===== config.mk =====
export PLATFORM = sky130hd
export DESIGN_NAME = pci_isa_bridge_config_regs
export DESIGN_NICKNAME = d
export VERILOG_FILES = /design/src/rtl/pci_isa_bridge_pkg.sv /design/src/rtl/isa_clock_gen.sv /design/src/rtl/pci_isa_bridge_config_regs.sv
export SDC_FILE = /design/constraint.sdc
export NUM_CORES = 1
export LEC_CHECK = 0
export ABC_CLOCK_PERIOD_IN_PS = 2900
export BUFFER_PORTS_ARGS = -buffer_cell sky130_fd_sc_hd__buf_4
export CORE_MARGIN = 2
export CORE_UTILIZATION = 56
export CTS_BUF_LIST = sky130_fd_sc_hd__clkbuf_4 sky130_fd_sc_hd__clkbuf_8 sky130_fd_sc_hd__clkbuf_16
export DETAILED_ROUTE_END_ITERATION = 6
export GPL_TIMING_DRIVEN = 0
export MAX_ROUTING_LAYER = met4
export PLACE_DENSITY = 0.85
export SLEW_MARGIN = 0
export SYNTH_ARGS = -nofsm -noshare
export SYNTH_HDL_FRONTEND = slang
export SYNTH_SLANG_ARGS = --single-unit

===== constraint.sdc =====
create_clock -name clk -period 2.9 [get_ports clk]
set_input_delay 0.58 -clock clk [delete_from_list [all_inputs] [get_ports clk]]
set_output_delay 0.58 -clock clk [all_outputs]
set_load 0.01 [all_outputs]

===== src/rtl/pci_isa_bridge_pkg.sv =====
// Constants for the bridge configuration register bank
`default_nettype none
package pci_isa_bridge_pkg;
  // ----------------------------------------
  // Configuration commands on cbe_n
  // ----------------------------------------
  localparam logic [3:0] CFG_READ_CMD = 4'h a;
  localparam logic [3:0] CFG_WRITE_CMD = 4'h b;
  localparam logic [2:0] CFG_FUNCTION = 3'h0;
  // ----------------------------------------
  // Register offsets
  // ----------------------------------------
  localparam logic [7:0] FUNC_CTRL_THREE_OFFSET = 8'h42;
  localparam logic [7:0] FUNC_CTRL_FOUR_OFFSET = 8'h43;
  localparam logic [7:0] RESET_CTRL_OFFSET = 8'h44;
  localparam logic [7:0] ISA_CLOCK_DIVIDER_OFFSET = 8'h50;
  localparam logic [7:0] ISA_RECOVERY_OFFSET = 8'h51;
  localparam logic [7:0] BIOS_ROM_CTRL_OFFSET = 8'h52;
  // ----------------------------------------
  // Reset values
  // ----------------------------------------
  localparam logic [7:0] FUNC_CTRL_THREE_RESET = 8'h28;
  localparam logic [7:0] FUNC_CTRL_FOUR_RESET = 8'h46;
  localparam logic [7:0] RESET_CTRL_RESET = 8'h00;
  localparam logic [7:0] ISA_CLOCK_DIVIDER_RESET = 8'h43;
  localparam logic [7:0] ISA_RECOVERY_RESET = 8'h43;
  localparam logic [7:0] BIOS_ROM_CTRL_RESET = 8'h04;
  // ----------------------------------------
  // Field positions
  // ----------------------------------------
  localparam int DELAYED_EN_BIT = 5;
  localparam int RETRY_EN_BIT = 1;
  localparam logic [7:0] FUNC_CTRL_FOUR_WRITE_MASK = 8'h7f;
  localparam int SYSTEM_RESET_BIT = 0;
  localparam int DIVISOR_WIDTH = 3;
  localparam int DIVISOR_LSB = 0;
  localparam int RECOVERY_WIDTH = 4;
  localparam int RECOVERY_8BIT_LSB = 4;
  localparam int RECOVERY_16BIT_LSB = 0;
  localparam int ROM_SIZE_BIT = 2;
  // ----------------------------------------
  // BIOS window bases
  // ----------------------------------------
  localparam logic [31:0] ROM_BASE_1MB = 32'hfff0_0000;
  localparam logic [31:0] ROM_BASE_512K = 32'hfff8_0000;
  // Fixed recovery added to every programmed count
  localparam logic [4:0] RECOVERY_FIXED_CLOCKS = 5'h01;
endpackage
`default_nettype wire


===== src/rtl/isa_clock_gen.sv =====
// ISA clock enable divider
`default_nettype none
module isa_clock_gen #(
  parameter int DIV_WIDTH = 3
) (
  input wire logic clk,
  input wire logic reset,
  input wire logic [DIV_WIDTH-1:0] divisor,
  output logic clock_enable,
  output logic clock_level
);
  logic [DIV_WIDTH-1:0] count;
  logic [DIV_WIDTH-1:0] next_count;
  logic next_clock_enable;
  logic next_clock_level;

  // ----------------------------------------
  // Divide by divisor plus one
  // ----------------------------------------
  always_comb
  begin
    next_clock_enable = 1'b0;
    if (count >= divisor)
    begin
      next_count = '0;
      next_clock_enable = 1'b1;
    end
    else
    begin
      next_count = count + 1'b1;
    end
    next_clock_level = (next_count <= (divisor >> 1));
  end

  always_ff @(posedge clk)
  begin
    if (reset)
    begin
      count <= '0;
      clock_enable <= 1'b0;
      clock_level <= 1'b0;
    end
    else
    begin
      count <= next_count;
      clock_enable <= next_clock_enable;
      clock_level <= next_clock_level;
    end
  end
endmodule
`default_nettype wire


===== src/rtl/pci_isa_bridge_config_regs.sv =====
// Configuration register bank of the bridge, reached by PCI configuration cycles
//
// Behaviour
// With its buffer not empty, the target answers with retry only while the retry-enable bit is one.
// The retry-enable bit counts only while the delayed-transaction bit of the third control register is set.
// The delayed-transaction bit allows delayed transactions when one and forbids them when zero.
// The fourth control register resets to 46h and its bit 7 is reserved, kept at zero.
// Software keeps internal-use bits by read-modify-write; these bits are stored and read back.
// A bit of the reset control register starts a system-wide reset for power-up clock setup.
// The ISA clock is the PCI clock divided by the programmed divisor plus one.
// The ISA clock divider register resets to 43h.
// One recovery field adds its count of ISA clocks after 8-bit cycles on top of one fixed clock.
// The other recovery field does the same for 16-bit cycles.
// The isa_recovery_control resets to 43h.
// The ROM control register selects a 512K or 1MB BIOS window at the top of memory.
// Registers are read and written by configuration cycles to this function, byte lane by byte lane.
`default_nettype none
module pci_isa_bridge_config_regs (
  input wire logic clk,
  input wire logic reset,
  input wire logic frame_n,
  input wire logic irdy_n,
  input wire logic idsel,
  input wire logic [3:0] cbe_n,
  input wire logic [31:0] ad_in,
  output logic [31:0] ad_out,
  output logic ad_oe_n,
  output logic devsel_n,
  output logic devsel_oe_n,
  output logic trdy_n,
  output logic trdy_oe_n,
  output logic stop_n,
  output logic stop_oe_n,
  input wire logic buffer_not_empty,
  output logic target_retry,
  output logic delayed_transactions_enable,
  output logic system_reset,
  output logic isa_clock_enable,
  output logic isa_clock,
  input wire logic isa_cycle_end,
  input wire logic isa_cycle_16bit,
  output logic isa_recovery_busy,
  input wire logic [31:0] mem_address,
  output logic bios_rom_hit
);
  typedef enum logic [1:0] {st_idle, st_claim, st_data, st_release} cfg_state_t;

  cfg_state_t state;
  cfg_state_t next_state;
  logic cfg_write;
  logic next_cfg_write;
  logic [5:0] dword_index;
  logic [5:0] next_dword_index;
  logic [31:0] next_ad_out;

  logic [7:0] func_ctrl_three;
  logic [7:0] pci_function_control_four;
  logic [7:0] reset_control;
  logic [7:0] isa_clock_divider;
  logic [7:0] isa_recovery_control;
  logic [7:0] bios_rom_control;
  logic [7:0] next_func_ctrl_three;
  logic [7:0] next_pci_function_control_four;
  logic [7:0] next_reset_control;
  logic [7:0] next_isa_clock_divider;
  logic [7:0] next_isa_recovery_control;
  logic [7:0] next_bios_rom_control;
  logic next_system_reset;

  logic [4:0] recovery_count;
  logic [4:0] next_recovery_count;
  logic next_bios_rom_hit;
  logic next_target_retry;
  logic [31:0] read_word;

  // ----------------------------------------
  // Read data assembly
  // ----------------------------------------
  function automatic logic [7:0] read_byte(input logic [7:0] addr, input logic [7:0] fc3, input logic [7:0] fc4,
                                           input logic [7:0] rc, input logic [7:0] dv, input logic [7:0] rv,
                                           input logic [7:0] rom);
    logic [7:0] value;
    value = 8'h00;
    case (addr)
      pci_isa_bridge_pkg::FUNC_CTRL_THREE_OFFSET: value = fc3;
      pci_isa_bridge_pkg::FUNC_CTRL_FOUR_OFFSET: value = fc4 & pci_isa_bridge_pkg::FUNC_CTRL_FOUR_WRITE_MASK;
      pci_isa_bridge_pkg::RESET_CTRL_OFFSET: value = rc;
      pci_isa_bridge_pkg::ISA_CLOCK_DIVIDER_OFFSET: value = dv;
      pci_isa_bridge_pkg::ISA_RECOVERY_OFFSET: value = rv;
      pci_isa_bridge_pkg::BIOS_ROM_CTRL_OFFSET: value = rom;
      default: value = 8'h00;
    endcase
    return value;
  endfunction

  always_comb
  begin
    read_word = 32'h0000_0000;
    for (int lane = 0; lane < 4; lane++)
    begin
      read_word[lane*8 +: 8] = read_byte({dword_index, lane[1:0]}, func_ctrl_three, pci_function_control_four,
                                         reset_control, isa_clock_divider, isa_recovery_control,
                                         bios_rom_control);
    end
  end

  // ----------------------------------------
  // Configuration target sequencing
  // ----------------------------------------
  always_comb
  begin
    next_state = state;
    next_cfg_write = cfg_write;
    next_dword_index = dword_index;
    next_ad_out = ad_out;
    case (state)
      st_idle:
      begin
        if (!frame_n && idsel && ad_in[1:0] == 2'b00 && ad_in[10:8] == pci_isa_bridge_pkg::CFG_FUNCTION &&
            (cbe_n == pci_isa_bridge_pkg::CFG_READ_CMD || cbe_n == pci_isa_bridge_pkg::CFG_WRITE_CMD))
        begin
          next_state = st_claim;
          next_cfg_write = (cbe_n == pci_isa_bridge_pkg::CFG_WRITE_CMD);
          next_dword_index = ad_in[7:2];
        end
      end
      st_claim:
      begin
        next_ad_out = read_word;
        next_state = st_data;
      end
      st_data:
      begin
        if (!irdy_n)
        begin
          next_state = st_release;
        end
      end
      st_release:
      begin
        next_state = st_idle;
      end
      default:
      begin
        next_state = st_idle;
      end
    endcase
  end

  // ----------------------------------------
  // Register writes by byte lane
  // ----------------------------------------
  always_comb
  begin
    logic [7:0] addr;
    logic [7:0] data;
    addr = 8'h00;
    data = 8'h00;
    next_func_ctrl_three = func_ctrl_three;
    next_pci_function_control_four = pci_function_control_four;
    next_reset_control = reset_control;
    next_isa_clock_divider = isa_clock_divider;
    next_isa_recovery_control = isa_recovery_control;
    next_bios_rom_control = bios_rom_control;
    next_system_reset = 1'b0;
    if (state == st_data && !irdy_n && cfg_write)
    begin
      for (int lane = 0; lane < 4; lane++)
      begin
        addr = {dword_index, lane[1:0]};
        data = ad_in[lane*8 +: 8];
        if (!cbe_n[lane])
        begin
          case (addr)
            pci_isa_bridge_pkg::FUNC_CTRL_THREE_OFFSET: next_func_ctrl_three = data;
            pci_isa_bridge_pkg::FUNC_CTRL_FOUR_OFFSET:
              next_pci_function_control_four = data & pci_isa_bridge_pkg::FUNC_CTRL_FOUR_WRITE_MASK;
            pci_isa_bridge_pkg::RESET_CTRL_OFFSET:
            begin
              // Reset bit self-clears so the bank reads idle after the pulse
              next_system_reset = data[pci_isa_bridge_pkg::SYSTEM_RESET_BIT];
              next_reset_control = data;
              next_reset_control[pci_isa_bridge_pkg::SYSTEM_RESET_BIT] = 1'b0;
            end
            pci_isa_bridge_pkg::ISA_CLOCK_DIVIDER_OFFSET: next_isa_clock_divider = data;
            pci_isa_bridge_pkg::ISA_RECOVERY_OFFSET: next_isa_recovery_control = data;
            pci_isa_bridge_pkg::BIOS_ROM_CTRL_OFFSET: next_bios_rom_control = data;
            default:
            begin
              next_system_reset = next_system_reset;
            end
          endcase
        end
      end
    end
  end

  // ----------------------------------------
  // Retry, recovery and ROM window
  // ----------------------------------------
  always_comb
  begin
    logic [4:0] programmed;
    programmed = 5'h00;
    next_target_retry = buffer_not_empty &&
                        func_ctrl_three[pci_isa_bridge_pkg::DELAYED_EN_BIT] &&
                        pci_function_control_four[pci_isa_bridge_pkg::RETRY_EN_BIT];
    if (isa_cycle_16bit)
    begin
      programmed = {1'b0, isa_recovery_control[pci_isa_bridge_pkg::RECOVERY_16BIT_LSB +:
                                                pci_isa_bridge_pkg::RECOVERY_WIDTH]};
    end
    else
    begin
      programmed = {1'b0, isa_recovery_control[pci_isa_bridge_pkg::RECOVERY_8BIT_LSB +:
                                                pci_isa_bridge_pkg::RECOVERY_WIDTH]};
    end
    next_recovery_count = recovery_count;
    if (isa_cycle_end)
    begin
      next_recovery_count = programmed + pci_isa_bridge_pkg::RECOVERY_FIXED_CLOCKS;
    end
    else if (isa_clock_enable && recovery_count != 5'h00)
    begin
      next_recovery_count = recovery_count - 5'h01;
    end
    if (bios_rom_control[pci_isa_bridge_pkg::ROM_SIZE_BIT])
    begin
      next_bios_rom_hit = (mem_address >= pci_isa_bridge_pkg::ROM_BASE_1MB);
    end
    else
    begin
      next_bios_rom_hit = (mem_address >= pci_isa_bridge_pkg::ROM_BASE_512K);
    end
  end

  always_ff @(posedge clk)
  begin
    if (reset)
    begin
      state <= st_idle;
      cfg_write <= 1'b0;
      dword_index <= 6'h00;
      ad_out <= 32'h0000_0000;
      func_ctrl_three <= pci_isa_bridge_pkg::FUNC_CTRL_THREE_RESET;
      pci_function_control_four <= pci_isa_bridge_pkg::FUNC_CTRL_FOUR_RESET;
      reset_control <= pci_isa_bridge_pkg::RESET_CTRL_RESET;
      isa_clock_divider <= pci_isa_bridge_pkg::ISA_CLOCK_DIVIDER_RESET;
      isa_recovery_control <= pci_isa_bridge_pkg::ISA_RECOVERY_RESET;
      bios_rom_control <= pci_isa_bridge_pkg::BIOS_ROM_CTRL_RESET;
      system_reset <= 1'b0;
      recovery_count <= 5'h00;
      target_retry <= 1'b0;
      bios_rom_hit <= 1'b0;
    end
    else
    begin
      state <= next_state;
      cfg_write <= next_cfg_write;
      dword_index <= next_dword_index;
      ad_out <= next_ad_out;
      func_ctrl_three <= next_func_ctrl_three;
      pci_function_control_four <= next_pci_function_control_four;
      reset_control <= next_reset_control;
      isa_clock_divider <= next_isa_clock_divider;
      isa_recovery_control <= next_isa_recovery_control;
      bios_rom_control <= next_bios_rom_control;
      system_reset <= next_system_reset;
      recovery_count <= next_recovery_count;
      target_retry <= next_target_retry;
      bios_rom_hit <= next_bios_rom_hit;
    end
  end

  // ----------------------------------------
  // Bus pin drive
  // ----------------------------------------
  assign devsel_n = !(state == st_claim || state == st_data);
  assign devsel_oe_n = (state == st_idle);
  assign trdy_n = (state != st_data);
  assign trdy_oe_n = (state == st_idle);
  assign stop_n = 1'b1;
  assign stop_oe_n = (state == st_idle);
  assign ad_oe_n = !(state == st_data && !cfg_write);
  assign delayed_transactions_enable = func_ctrl_three[pci_isa_bridge_pkg::DELAYED_EN_BIT];
  assign isa_recovery_busy = (recovery_count != 5'h00);

  // ----------------------------------------
  // ISA clock
  // ----------------------------------------
  isa_clock_gen #(
    .DIV_WIDTH(pci_isa_bridge_pkg::DIVISOR_WIDTH)
  ) u_isa_clock_gen (
    .clk(clk),
    .reset(reset),
    .divisor(isa_clock_divider[pci_isa_bridge_pkg::DIVISOR_LSB +: pci_isa_bridge_pkg::DIVISOR_WIDTH]),
    .clock_enable(isa_clock_enable),
    .clock_level(isa_clock)
  );
endmodule
`default_nettype wire


# --- Word-level counts from Yosys, hierarchy flattened ---
# Index checks and enable logic that the tools add are counted.
word_totals:
  latch_bits: 0
  out_inout_bits: 46
  memories: 0
  mem_bits_ro: 0
  reg_bits: 100
  input_bits: 76
  mem_bits_rw: 0
  elab_cells: 85
classes:
  mux: 13
  eq_ne: 11
  div_mod_pow: 0
  bitwise_logic: 6
  order_cmp: 4
  mul: 0
  n_reduce_logical: 31
  shifts: 0
  addsub: 3
ops:
  columns: ["operator", "n"]
  rows:
  - ["greater-or-equal comparator 32 bit, second input constant", 2]
  - ["one-hot mux 8 bit (2 select lines)", 2]
  - ["== test 6 x 5 -> 1 bit, second input constant", 3]
  - ["AND reduction 3 bit", 6]
  - ["logical AND 1 bit", 10]
  - ["2-to-1 mux 5 bit", 2]
  - ["== test 4 bit, second input constant", 2]
  - ["2-to-1 mux 8 bit", 1]
  - ["one-hot mux 2 bit (4 select lines)", 1]
  - ["2-to-1 mux 7 bit", 1]
  - ["NOT 1 bit", 6]
  - ["adder 5 x 1 -> 5 bit, second input constant", 1]
  - ["zero test 1 bit", 5]
  - ["nonzero test 5 bit", 1]
  - ["subtractor 5 x 1 -> 5 bit, second input constant", 1]
  - ["== test 2 bit, second input constant", 2]
  - ["zero test 2 bit", 2]
  - ["2-to-1 mux 2 bit", 2]
  - ["2-to-1 mux 4 bit", 1]
  - ["!= test 2 bit, second input constant", 2]
  - ["AND reduction 2 bit", 2]
  - ["OR reduction 4 bit", 1]
  - ["adder 3 x 1 -> 3 bit, second input constant", 1]
  - ["greater-or-equal comparator 3 bit", 1]
  - ["other kinds (8)", 10]

# --- Longest topological paths before layout ---
# Gate-level depths: netlist of run 1.
logic_depth:
  ltp_word: 7
  mapped_depth: 11
  ltp_nobuf: 11

# --- By module ---
# A second synthesis of run 1 with hierarchy kept.
hier_totals:
  cells_unflattened: 462
  hier_area_um2: 4232.8
modules_own_cells:
  columns: ["mod", "seq_area_each_um2", "area_per_inst_um2", "cells_each", "n_inst"]
  rows:
  - ["pci_isa_bridge_config_regs", 1881.8, 3940.0, 431, 1]
  - ["isa_clock_gen", 100.1, 292.8, 31, 1]

# --- Worst setup path after synthesis of run 1 ---
# No wires, ideal clock.
synth_path:
  path_kind: "flip-flop to flip-flop"
  startpoint: "register u_isa_clock_gen.count[0]"
  endpoint: "register u_isa_clock_gen.clock_level"
  path_buffers: 0
  setup_ns: 0.078
  arrival_time_ns: 1.815
  setup_slack_ns: 1.007
  path_stages_with_launch: 11
  synth_period_minus_slack_ns: 1.893
  required_ns: 2.822
  path_cell_list: "dfxtp_1 -> inv_1 -> ha_1 -> nand2b_1 -> a21o_1 -> a21oi_1 -> and2_1 -> ha_1 -> a21oi_1 -> a21oi_1 -> nor3_1"
synth_via:
  elab_chain_len: 3
  word_cells_on_any_way: 4
  cone_classes: "add/sub: 1; order compare: 2; mux: 1"
synth_lines:
  columns: ["element", "line", "rtl"]
  rows:
  - ["start, declared", "isa_clock_gen.sv:12", "logic [DIV_WIDTH-1:0] count;"]
  - ["start signal, assigned", "isa_clock_gen.sv:45", "count <= next_count;"]
  - ["adder 3 x 1 -> 3 bit / greater-or-equal comparator 3 bit (equally long branches)", "isa_clock_gen.sv:30, isa_clock_gen.sv:23", null]
  - ["2-to-1 mux 3 bit *", "isa_clock_gen.sv:23", "if (count >= divisor)"]
  - ["net u_isa_clock_gen.next_count[1]", "isa_clock_gen.sv:13", "logic [DIV_WIDTH-1:0] next_count;"]
  - ["<= comparator 3 x 2 -> 1 bit *", "isa_clock_gen.sv:32", "next_clock_level = (next_count <= (divisor >> 1));"]
  - ["end signal, assigned", "isa_clock_gen.sv:47", "clock_level <= next_clock_level;"]
  - ["end, declared", "isa_clock_gen.sv:10", "output logic clock_level"]
# The timed path passes the listed nets; every way through them passes the cells marked *.
# A chain may end at the register's enable or synchronous reset.

==> flow_metrics.py, run 1 <==
metrics = {
    "timing": {
        "hold_viol_final": 0,
        "finalMaxSlewViolations": 0,
        "max_clock_freq_mhz": 438.2,
        "fin_crit_ns": 2.282,
        "finClkSkew_ns": 0.009628,
        "setup_viol": 0,
        "max_slew_margin_pct": 49.69,
        "rsz0062_at_grt": "false",
        "timing.final.crit_share_pct": 78.69,
        "finalSetupTns_ns": 0,
        "worst_pin_slew_ns": 0.7547,
    },
    "setup_path": {
        "worstPathCellList": "inv_1 -> ha_1 -> nor4b_1 -> inv_1 -> buf_4",
        "arrival_ns": 1.70,
        "cp-start-kind": "register",
        "cp_max_fo": 4,
        "ff2ff_setup_slack_ns": 0.68,
        "critPathMaxStageDelay_ns": 0.41,
        "crit_path_frequent_cell": "inv_1",
        "cpMaxStageDelayCell": "nor4b_1",
        "worst_ep_required_time_ns": 2.32,
        "cp_top_family": "buffers and inverters",
        "worstSetupPathType": "register to output port",
        "ff2ff_path_depth": 7,
        "endpoint_kind": "output port",
        "path_depth": 5,
        "path_buf_inv": 3,
    },
    "clocking": {
        "post_cts_resized": 0,
        "clock_latency_ns": 0.37,
        "clk_pin_slew_ns": 0.09,
        "post_cts_buffers": 0,
        "h-tree-depth": 3,
        "cts_root_buffer": "clkbuf_8",
        "cts_hold_buf": 0,
        "clock_sinks": 99,
        "cts_tree": "done",
        "numCtsBuffers": 9,
        "cts_buffer_depth": 2,
    },
    "power_and_ir_drop": {
        "power_density_mw_per_mm2": 624.8,
        "ir_drop_v": 0.0004291,
        "power.leakage_nw": 2.275,
    },
    "layout": {
        "antenna_cells": 0,
        "drive_gt1_share_pct": 26.30,
        "final_cells": 680,
        "nets": 662,
        "design_area_mm2": 0.005443,
        "areaGrowthSynthToFinish_pct": 24.78,
    },
    "logic_synthesis": {
        "ys_seq_area_share_pct": 45.44,
        "yosysUniqueCellTypes": 43,
        "ys_warn_count": 0,
        "synth_flop_cell": "dfxtp_1",
        "syn-mean-instance-area_um2": 9.360,
        "synth_fp_nets": 554,
        "yosys.area.top_type": "dfxtp_1",
        "synth-simple-area-share_pct": 20.88,
        "synth_top_family_by_area": "simple AND/OR/NAND/NOR gates",
        "synthCells": 466,
        "synth_area_mm2": 0.004362,
        "synth-edff-count": 0,
        "async_flop_share_pct": 0,
        "muxShareOfSynthArea_pct": 9.466,
        "synth_compound_area_share_pct": 13.77,
        "yosysTopAreaCellShare_pct": 45.44,
        "synthAdderAreaFrac_pct": 3.442,
        "synth.area.top_cells": "dfxtp_1 45%, mux2i_1 9.0%, nor2_1 5.9%",
        "ys_ff_latch": 99,
        "synth_xor_area_share_pct": 1.406,
    },
    "drt": {
        "post_drt_wl_per_cell_um": 16.60,
        "wl_met3_um": 669,
        "routed_wl_um": 11290,
        "wl_met1_um": 4649,
        "viasPerCell": 5.578,
        "drt_iter0_drc": 172,
        "dr.pass1.iters": 4,
        "highest-signal-layer": "met4",
        "route.detailed.drc": 0,
        "vias": 3793,
        "ant_nets": 0,
        "wl_met2_um": 5714,
    },
    "die": {
        "num_io_pins": 122,
        "core_mm2": 0.007647,
        "die_x_um": 92.26,
        "num_rows": 32,
        "die_area_mm2": 0.008511,
        "die_h_um": 92.26,
        "start_util_pct": 57.04,
    },
    "placed_design": {
        "dp_hpwl_um": 8286,
        "dpl.cell_count": 665,
        "place_area_mm2": 0.005218,
        "place.gp.congestion": 0.9221,
        "port_buffers": 97,
    },
    "global_route": {
        "grt_pass1_vias": 3776,
        "grt_overflow": 0,
        "track_usage_pct": 27.41,
        "grt_max_degree": 16,
        "grt_pass1_wl_um": 17950,
        "antenna_found_initial": 0,
    },
    "hold_path": {
        "hold_class": "primary input to register",
        "min_path_cells": 3,
    },
    "flow_run": {
        "drv_cap": 0,
    },
    "status": {
        "status": "completed",
    },
}
-- cell usage in the layout, fill, tap and decap left out, drive strengths merged, types with 3 or more instances in the layout --
master,count
buf,112
dfxtp,99
nor2,68
a21oi,40
mux2i,39
nand3,34
clkbuf,31
nand2b,21
a211oi,17
a22oi,16
nor3,15
inv,13
ha,12
nand2,10
nor4bb,6
xnor2,5
and2,3
nor2b,3
nand4,3
nor3b,3
-- layer usage --
metal,track usage (%),vias up
met5,-,-
met4,10.20,0
met3,5.012,21
met2,46.81,112
met1,32.30,1829
li1,-,1831
-- sequential cells by signal, indices dropped and copies added, names as in the netlist --
| register | count |
|---|---|
| func_ctrl_three | 8 |
| recovery_count | 5 |
| system_reset | 1 |
| isa_recovery_control | 8 |
| dword_index | 6 |
| bios_rom_control | 8 |
| reset_control | 7 |
| pci_function_control_four | 7 |
| u_isa_clock_gen.clock_enable | 1 |
| bios_rom_hit | 1 |
| state | 2 |
| u_isa_clock_gen.count | 3 |
| ad_out | 31 |
| cfg_write | 1 |
| target_retry | 1 |
| u_isa_clock_gen.clock_level | 1 |
| isa_clock_divider | 8 |
-- worst paths after layout --
path,from,to
setup / recovery,recovery_count[0]$_SDFFE_PP0P_,isa_recovery_busy
hold / removal,ad_in[28],pci_function_control_four[4]$_SDFFE_PP0P_
setup reg to reg,state[0]$_SDFFE_PP0P_,reset_control[1]$_SDFFE_PP0P_
hold reg to reg,reset_control[4]$_SDFFE_PP0P_,reset_control[4]$_SDFFE_PP0P_
-- worst reg2reg max path: stages (launching register included) --
cell and delay [ns]:
dfxtp_1 0.34, inv_1 0.10, ha_1 0.32, nor4bb_1 0.32
buf_2 0.26, nand4_1 0.41, mux2i_1 0.28, nor2_1 0.05
-- metrics by stage --
step                utilization, %  total power, mW  hold WS, ns  setup slack, ns
CTS                          71.17            3.408       0.4360           0.6362
global route                 71.17            3.561       0.4561           0.5331
global placement             68.23            2.402       0.4423           0.8351
finish                       71.17            3.400       0.4388           0.6180
floorplan                        -            2.081       0.4273            1.007
detailed placement           68.23            2.438       0.4524           0.7460
-- cells in the mapped netlist (3+ instances only) --
cell	instances
buf_2	3
xnor2_1	5
a21oi_1	40
nand2_1	10
buf_4	7
a211oi_2	11
nand2b_1	21
nor2_1	68
nor3_1	15
a211oi_1	6
nand3_1	33
a22oi_2	10
nor2b_1	3
dfxtp_1	99
nand4_1	3
a22oi_1	6
nor3b_1	3
nor4bb_1	6
and2_1	3
mux2i_1	39
clkbuf_1	20
inv_1	13
ha_1	12
-- cell type report --
| cell class | count | area [um^2] |
|---|---|---|
| Fill cell | 576 | 2205 |
| Multi-Input combinational cell | 319 | 2143 |
| Sequential cell | 99 | 1982 |
| Timing Repair Buffer | 97 | 728.2 |
| Buffer | 35 | 187.7 |
| Clock buffer | 11 | 151.4 |
| Tap cell | 102 | 127.6 |
| Clock inverter | 4 | 73.82 |
| Inverter | 13 | 48.80 |
-- kinds of logic (layout without fill, tap and decap cells) --
family	after synthesis	count (layout)
AO/OA/AOI/OAI	80	80
buffers and inverters	48	160
flip-flops	99	99
XOR/XNOR	7	7
other	2	2
multiplexers	41	41
adder cells (fa/ha/maj)	12	12
AND/OR/NAND/NOR	177	177
-- power breakdown --
group / leakage, nW / switching, mW / internal [mW] / total (mW)
sequential: 0.800 / 0.0664 / 1.47 / 1.53
combinational: 1.36 / 0.461 / 0.419 / 0.880
clock: 0.115 / 0.457 / 0.528 / 0.986
total: 2.27 / 0.985 / 2.42 / 3.40
(Power assumes the default switching activity.)
==> run 2: changes to the inputs <==
Settings changed: ABC_CLOCK_PERIOD_IN_PS 2900 to 1910, CORE_UTILIZATION 56 to 47, PLACE_DENSITY 0.85 to 0.76.
Clock period 2.9 ns to 1.91 ns, I/O delays scaled along.
==> flow_metrics.py, run 2 (synthesis gave the netlist of run 1 again) <==
metrics = {
    "layout": {
        "final_cells": 695,
        "antenna_cells": 0,
        "n_fill_cell": 785,
        "layout.cells.most_common": "buf_4",
        "utilization_pct": 61.10,
        "layout_common_cells": "111 x buf_4, 96 x dfxtp_1, 68 x nor2_1",
        "drive_gt1_share_pct": 29.97,
        "regMostFlops": "ad_out",
        "areaGrowthSynthToFinish_pct": 27.60,
        "nets": 667,
        "largest_register_ffs": 31,
    },
    "timing": {
        "fin_ws_ns": -0.04103,
        "max_clock_freq_mhz": 512.5,
        "fin_crit_ns": 1.951,
        "finalMaxSlewViolations": 0,
        "timing.final.crit_share_pct": 102.1,
        "finClkSkew_ns": 0.01287,
        "setup_viol": 1,
        "hold_viol_final": 0,
        "worst_pin_slew_ns": 0.7582,
        "rsz0062_at_grt": "true",
        "max_slew_margin_pct": 49.45,
    },
    "die": {
        "die_area_mm2": 0.01007,
        "start_util_pct": 47.88,
        "die_h_um": 100.3,
        "num_rows": 35,
        "num_io_pins": 122,
        "core_mm2": 0.009109,
        "die_x_um": 100.3,
    },
    "drt": {
        "routed_wl_um": 11210,
        "dr.pass1.iters": 4,
        "post_drt_wl_per_cell_um": 16.13,
        "drt_iter0_drc": 126,
        "ant_nets": 0,
        "route.detailed.drc": 0,
        "vias": 3770,
        "viasPerCell": 5.424,
    },
    "setup_path": {
        "endpoint_kind": "register",
        "cp-start-kind": "register",
        "worstSetupPathType": "register to register",
        "ff2ff_path_depth": 10,
        "cp_max_fo": 4,
        "worst_ep_required_time_ns": 2.21,
        "r2r_start": "u_isa_clock_gen.count[0]$_SDFF_PP0_",
        "ff2ff_setup_slack_ns": -0.04,
        "timing.rr.end": "u_isa_clock_gen.clock_level$_SDFF_PP0_",
        "arrival_ns": 2.25,
    },
    "clocking": {
        "cts_buffer_depth": 2,
        "cts_root_buffer": "clkbuf_8",
        "clk_pin_slew_ns": 0.11,
        "cts_hold_buf": 0,
        "numCtsBuffers": 9,
        "clock_latency_ns": 0.37,
        "clock_sinks": 99,
        "cts_tree": "done",
        "h-tree-depth": 3,
    },
    "power_and_ir_drop": {
        "power.internal_mw": 3.498,
        "p_sw_mw": 1.635,
        "power.leakage_nw": 2.301,
        "design_power_total_mw": 5.133,
        "seq_power_share_pct": 45.6,
        "swShare_pct": 31.85,
        "comb_power_share_pct": 29.7,
        "ir_drop_v": 0.0005056,
        "power_density_mw_per_mm2": 922.3,
        "pwr-share-clk_pct": 24.7,
    },
    "status": {
        "violations": "setup timing",
        "status": "complete, but fails checks",
    },
    "global_route": {
        "grt_pass1_wl_um": 17470,
        "grt_max_degree": 18,
        "track_usage_pct": 22.97,
        "grt_pass1_vias": 3657,
        "antenna_found_initial": 0,
        "grt_overflow": 0,
    },
    "hold_path": {
        "hold_end": "pci_function_control_four[0]$_SDFFE_PP0P_",
        "min_path_cells": 3,
        "hp-start": "ad_in[24]",
        "hold_class": "primary input to register",
    },
    "placed_design": {
        "dp_hpwl_um": 8301,
        "place.gp.congestion": 0.8745,
        "port_buffers": 97,
        "place_ws_ns": -0.2049,
        "dpl.cell_count": 674,
    },
    "flow_run": {
        "drv_cap": 0,
    },
}
run 2: changes by cell type in the layout (fill, tap and decap cells not counted), sizes merged:
| cell | delta |
|---|---|
| buf | +5 |
| bufinv | -2 |
| clkbuf | -1 |
| clkinvlp | +2 |
| inv | +2 |
run 2: metrics by stage:
step / setup TNS (ns) / instance area [um^2] / hold slack [ns]
global placement: -0.3732 / 5229 / 0.4423
detailed placement: -1.041 / 5229 / 0.4550
global route: -0.2524 / 5565 / 0.2476
finish: -0.04103 / 5565 / 0.2453
CTS: -0.1083 / 5441 / 0.2371
floorplan: 0 / 4362 / 0.4273
run 2: repair_timing:
| item | in CTS | in global routing |
|---|---|---|
| pin swaps | 1 | 6 |
| resized for setup | 5 | 20 |
| setup endpoints to repair | 19 | 39 |
| hold endpoints to repair | 0 | 0 |
| setup buffers | 2 | 3 |
run 2: power by group through the flow:
stage               Sequential (mW)  Clock [mW]  Combinational (mW)
floorplan                      2.42           0               0.739
global placement               2.37           0                1.29
detailed placement             2.38           0                1.32
CTS                            2.33        1.28                1.34
global route                   2.36        1.36                1.67
finish                         2.34        1.27                1.53
run 2: cell type report:
| cell class | instances | area, um^2 | share of cell area, % |
|---|---|---|---|
| repair buffers | 102 | 765.7 | 13.76 |
| plain buffers | 35 | 193.9 | 3.485 |
| inverters | 13 | 48.80 | 0.8768 |
| multi-input cells | 319 | 2251 | 40.45 |
| clock buffers | 10 | 131.4 | 2.361 |
| clock inverters | 6 | 50.05 | 0.8993 |
| flip-flops and latches | 99 | 1986 | 35.68 |
| well taps | 111 | 138.9 | 2.495 |
run 2: critical path: stages, from the launching register on:
cell	delay (ns)
dfxtp_2	0.37
inv_2	0.06
ha_4	0.23
nand2b_4	0.13
a21o_1	0.20
a21oi_4	0.19
and2_4	0.17
ha_4	0.20
a21oi_2	0.15
a21oi_2	0.04
nor3_1	0.15
run 2: layer usage:
metal	vias to the layer above	wire length (um)	track usage, %
met2	117	5259	35.47
met3	26	540	4.318
met1	1787	5062	29.46
li1	1840	-	-
met4	0	344	10.01
met5	-	0	-
run 2: worst max-delay path by stage:
stage,from,to,slack (ns)
final,u_isa_clock_gen.count[0]$_SDFF_PP0_,u_isa_clock_gen.clock_level$_SDFF_PP0_,-0.04
after floorplan,u_isa_clock_gen.count[0]$_SDFF_PP0_,u_isa_clock_gen.clock_level$_SDFF_PP0_,0.02
after global placement,u_isa_clock_gen.count[0]$_SDFF_PP0_,u_isa_clock_gen.clock_level$_SDFF_PP0_,-0.15
after detailed placement,u_isa_clock_gen.count[0]$_SDFF_PP0_,u_isa_clock_gen.clock_level$_SDFF_PP0_,-0.20
after global routing,isa_clock_divider[1]$_SDFFE_PP1P_,u_isa_clock_gen.clock_level$_SDFF_PP0_,-0.12
after CTS,u_isa_clock_gen.count[0]$_SDFF_PP0_,u_isa_clock_gen.clock_level$_SDFF_PP0_,-0.11
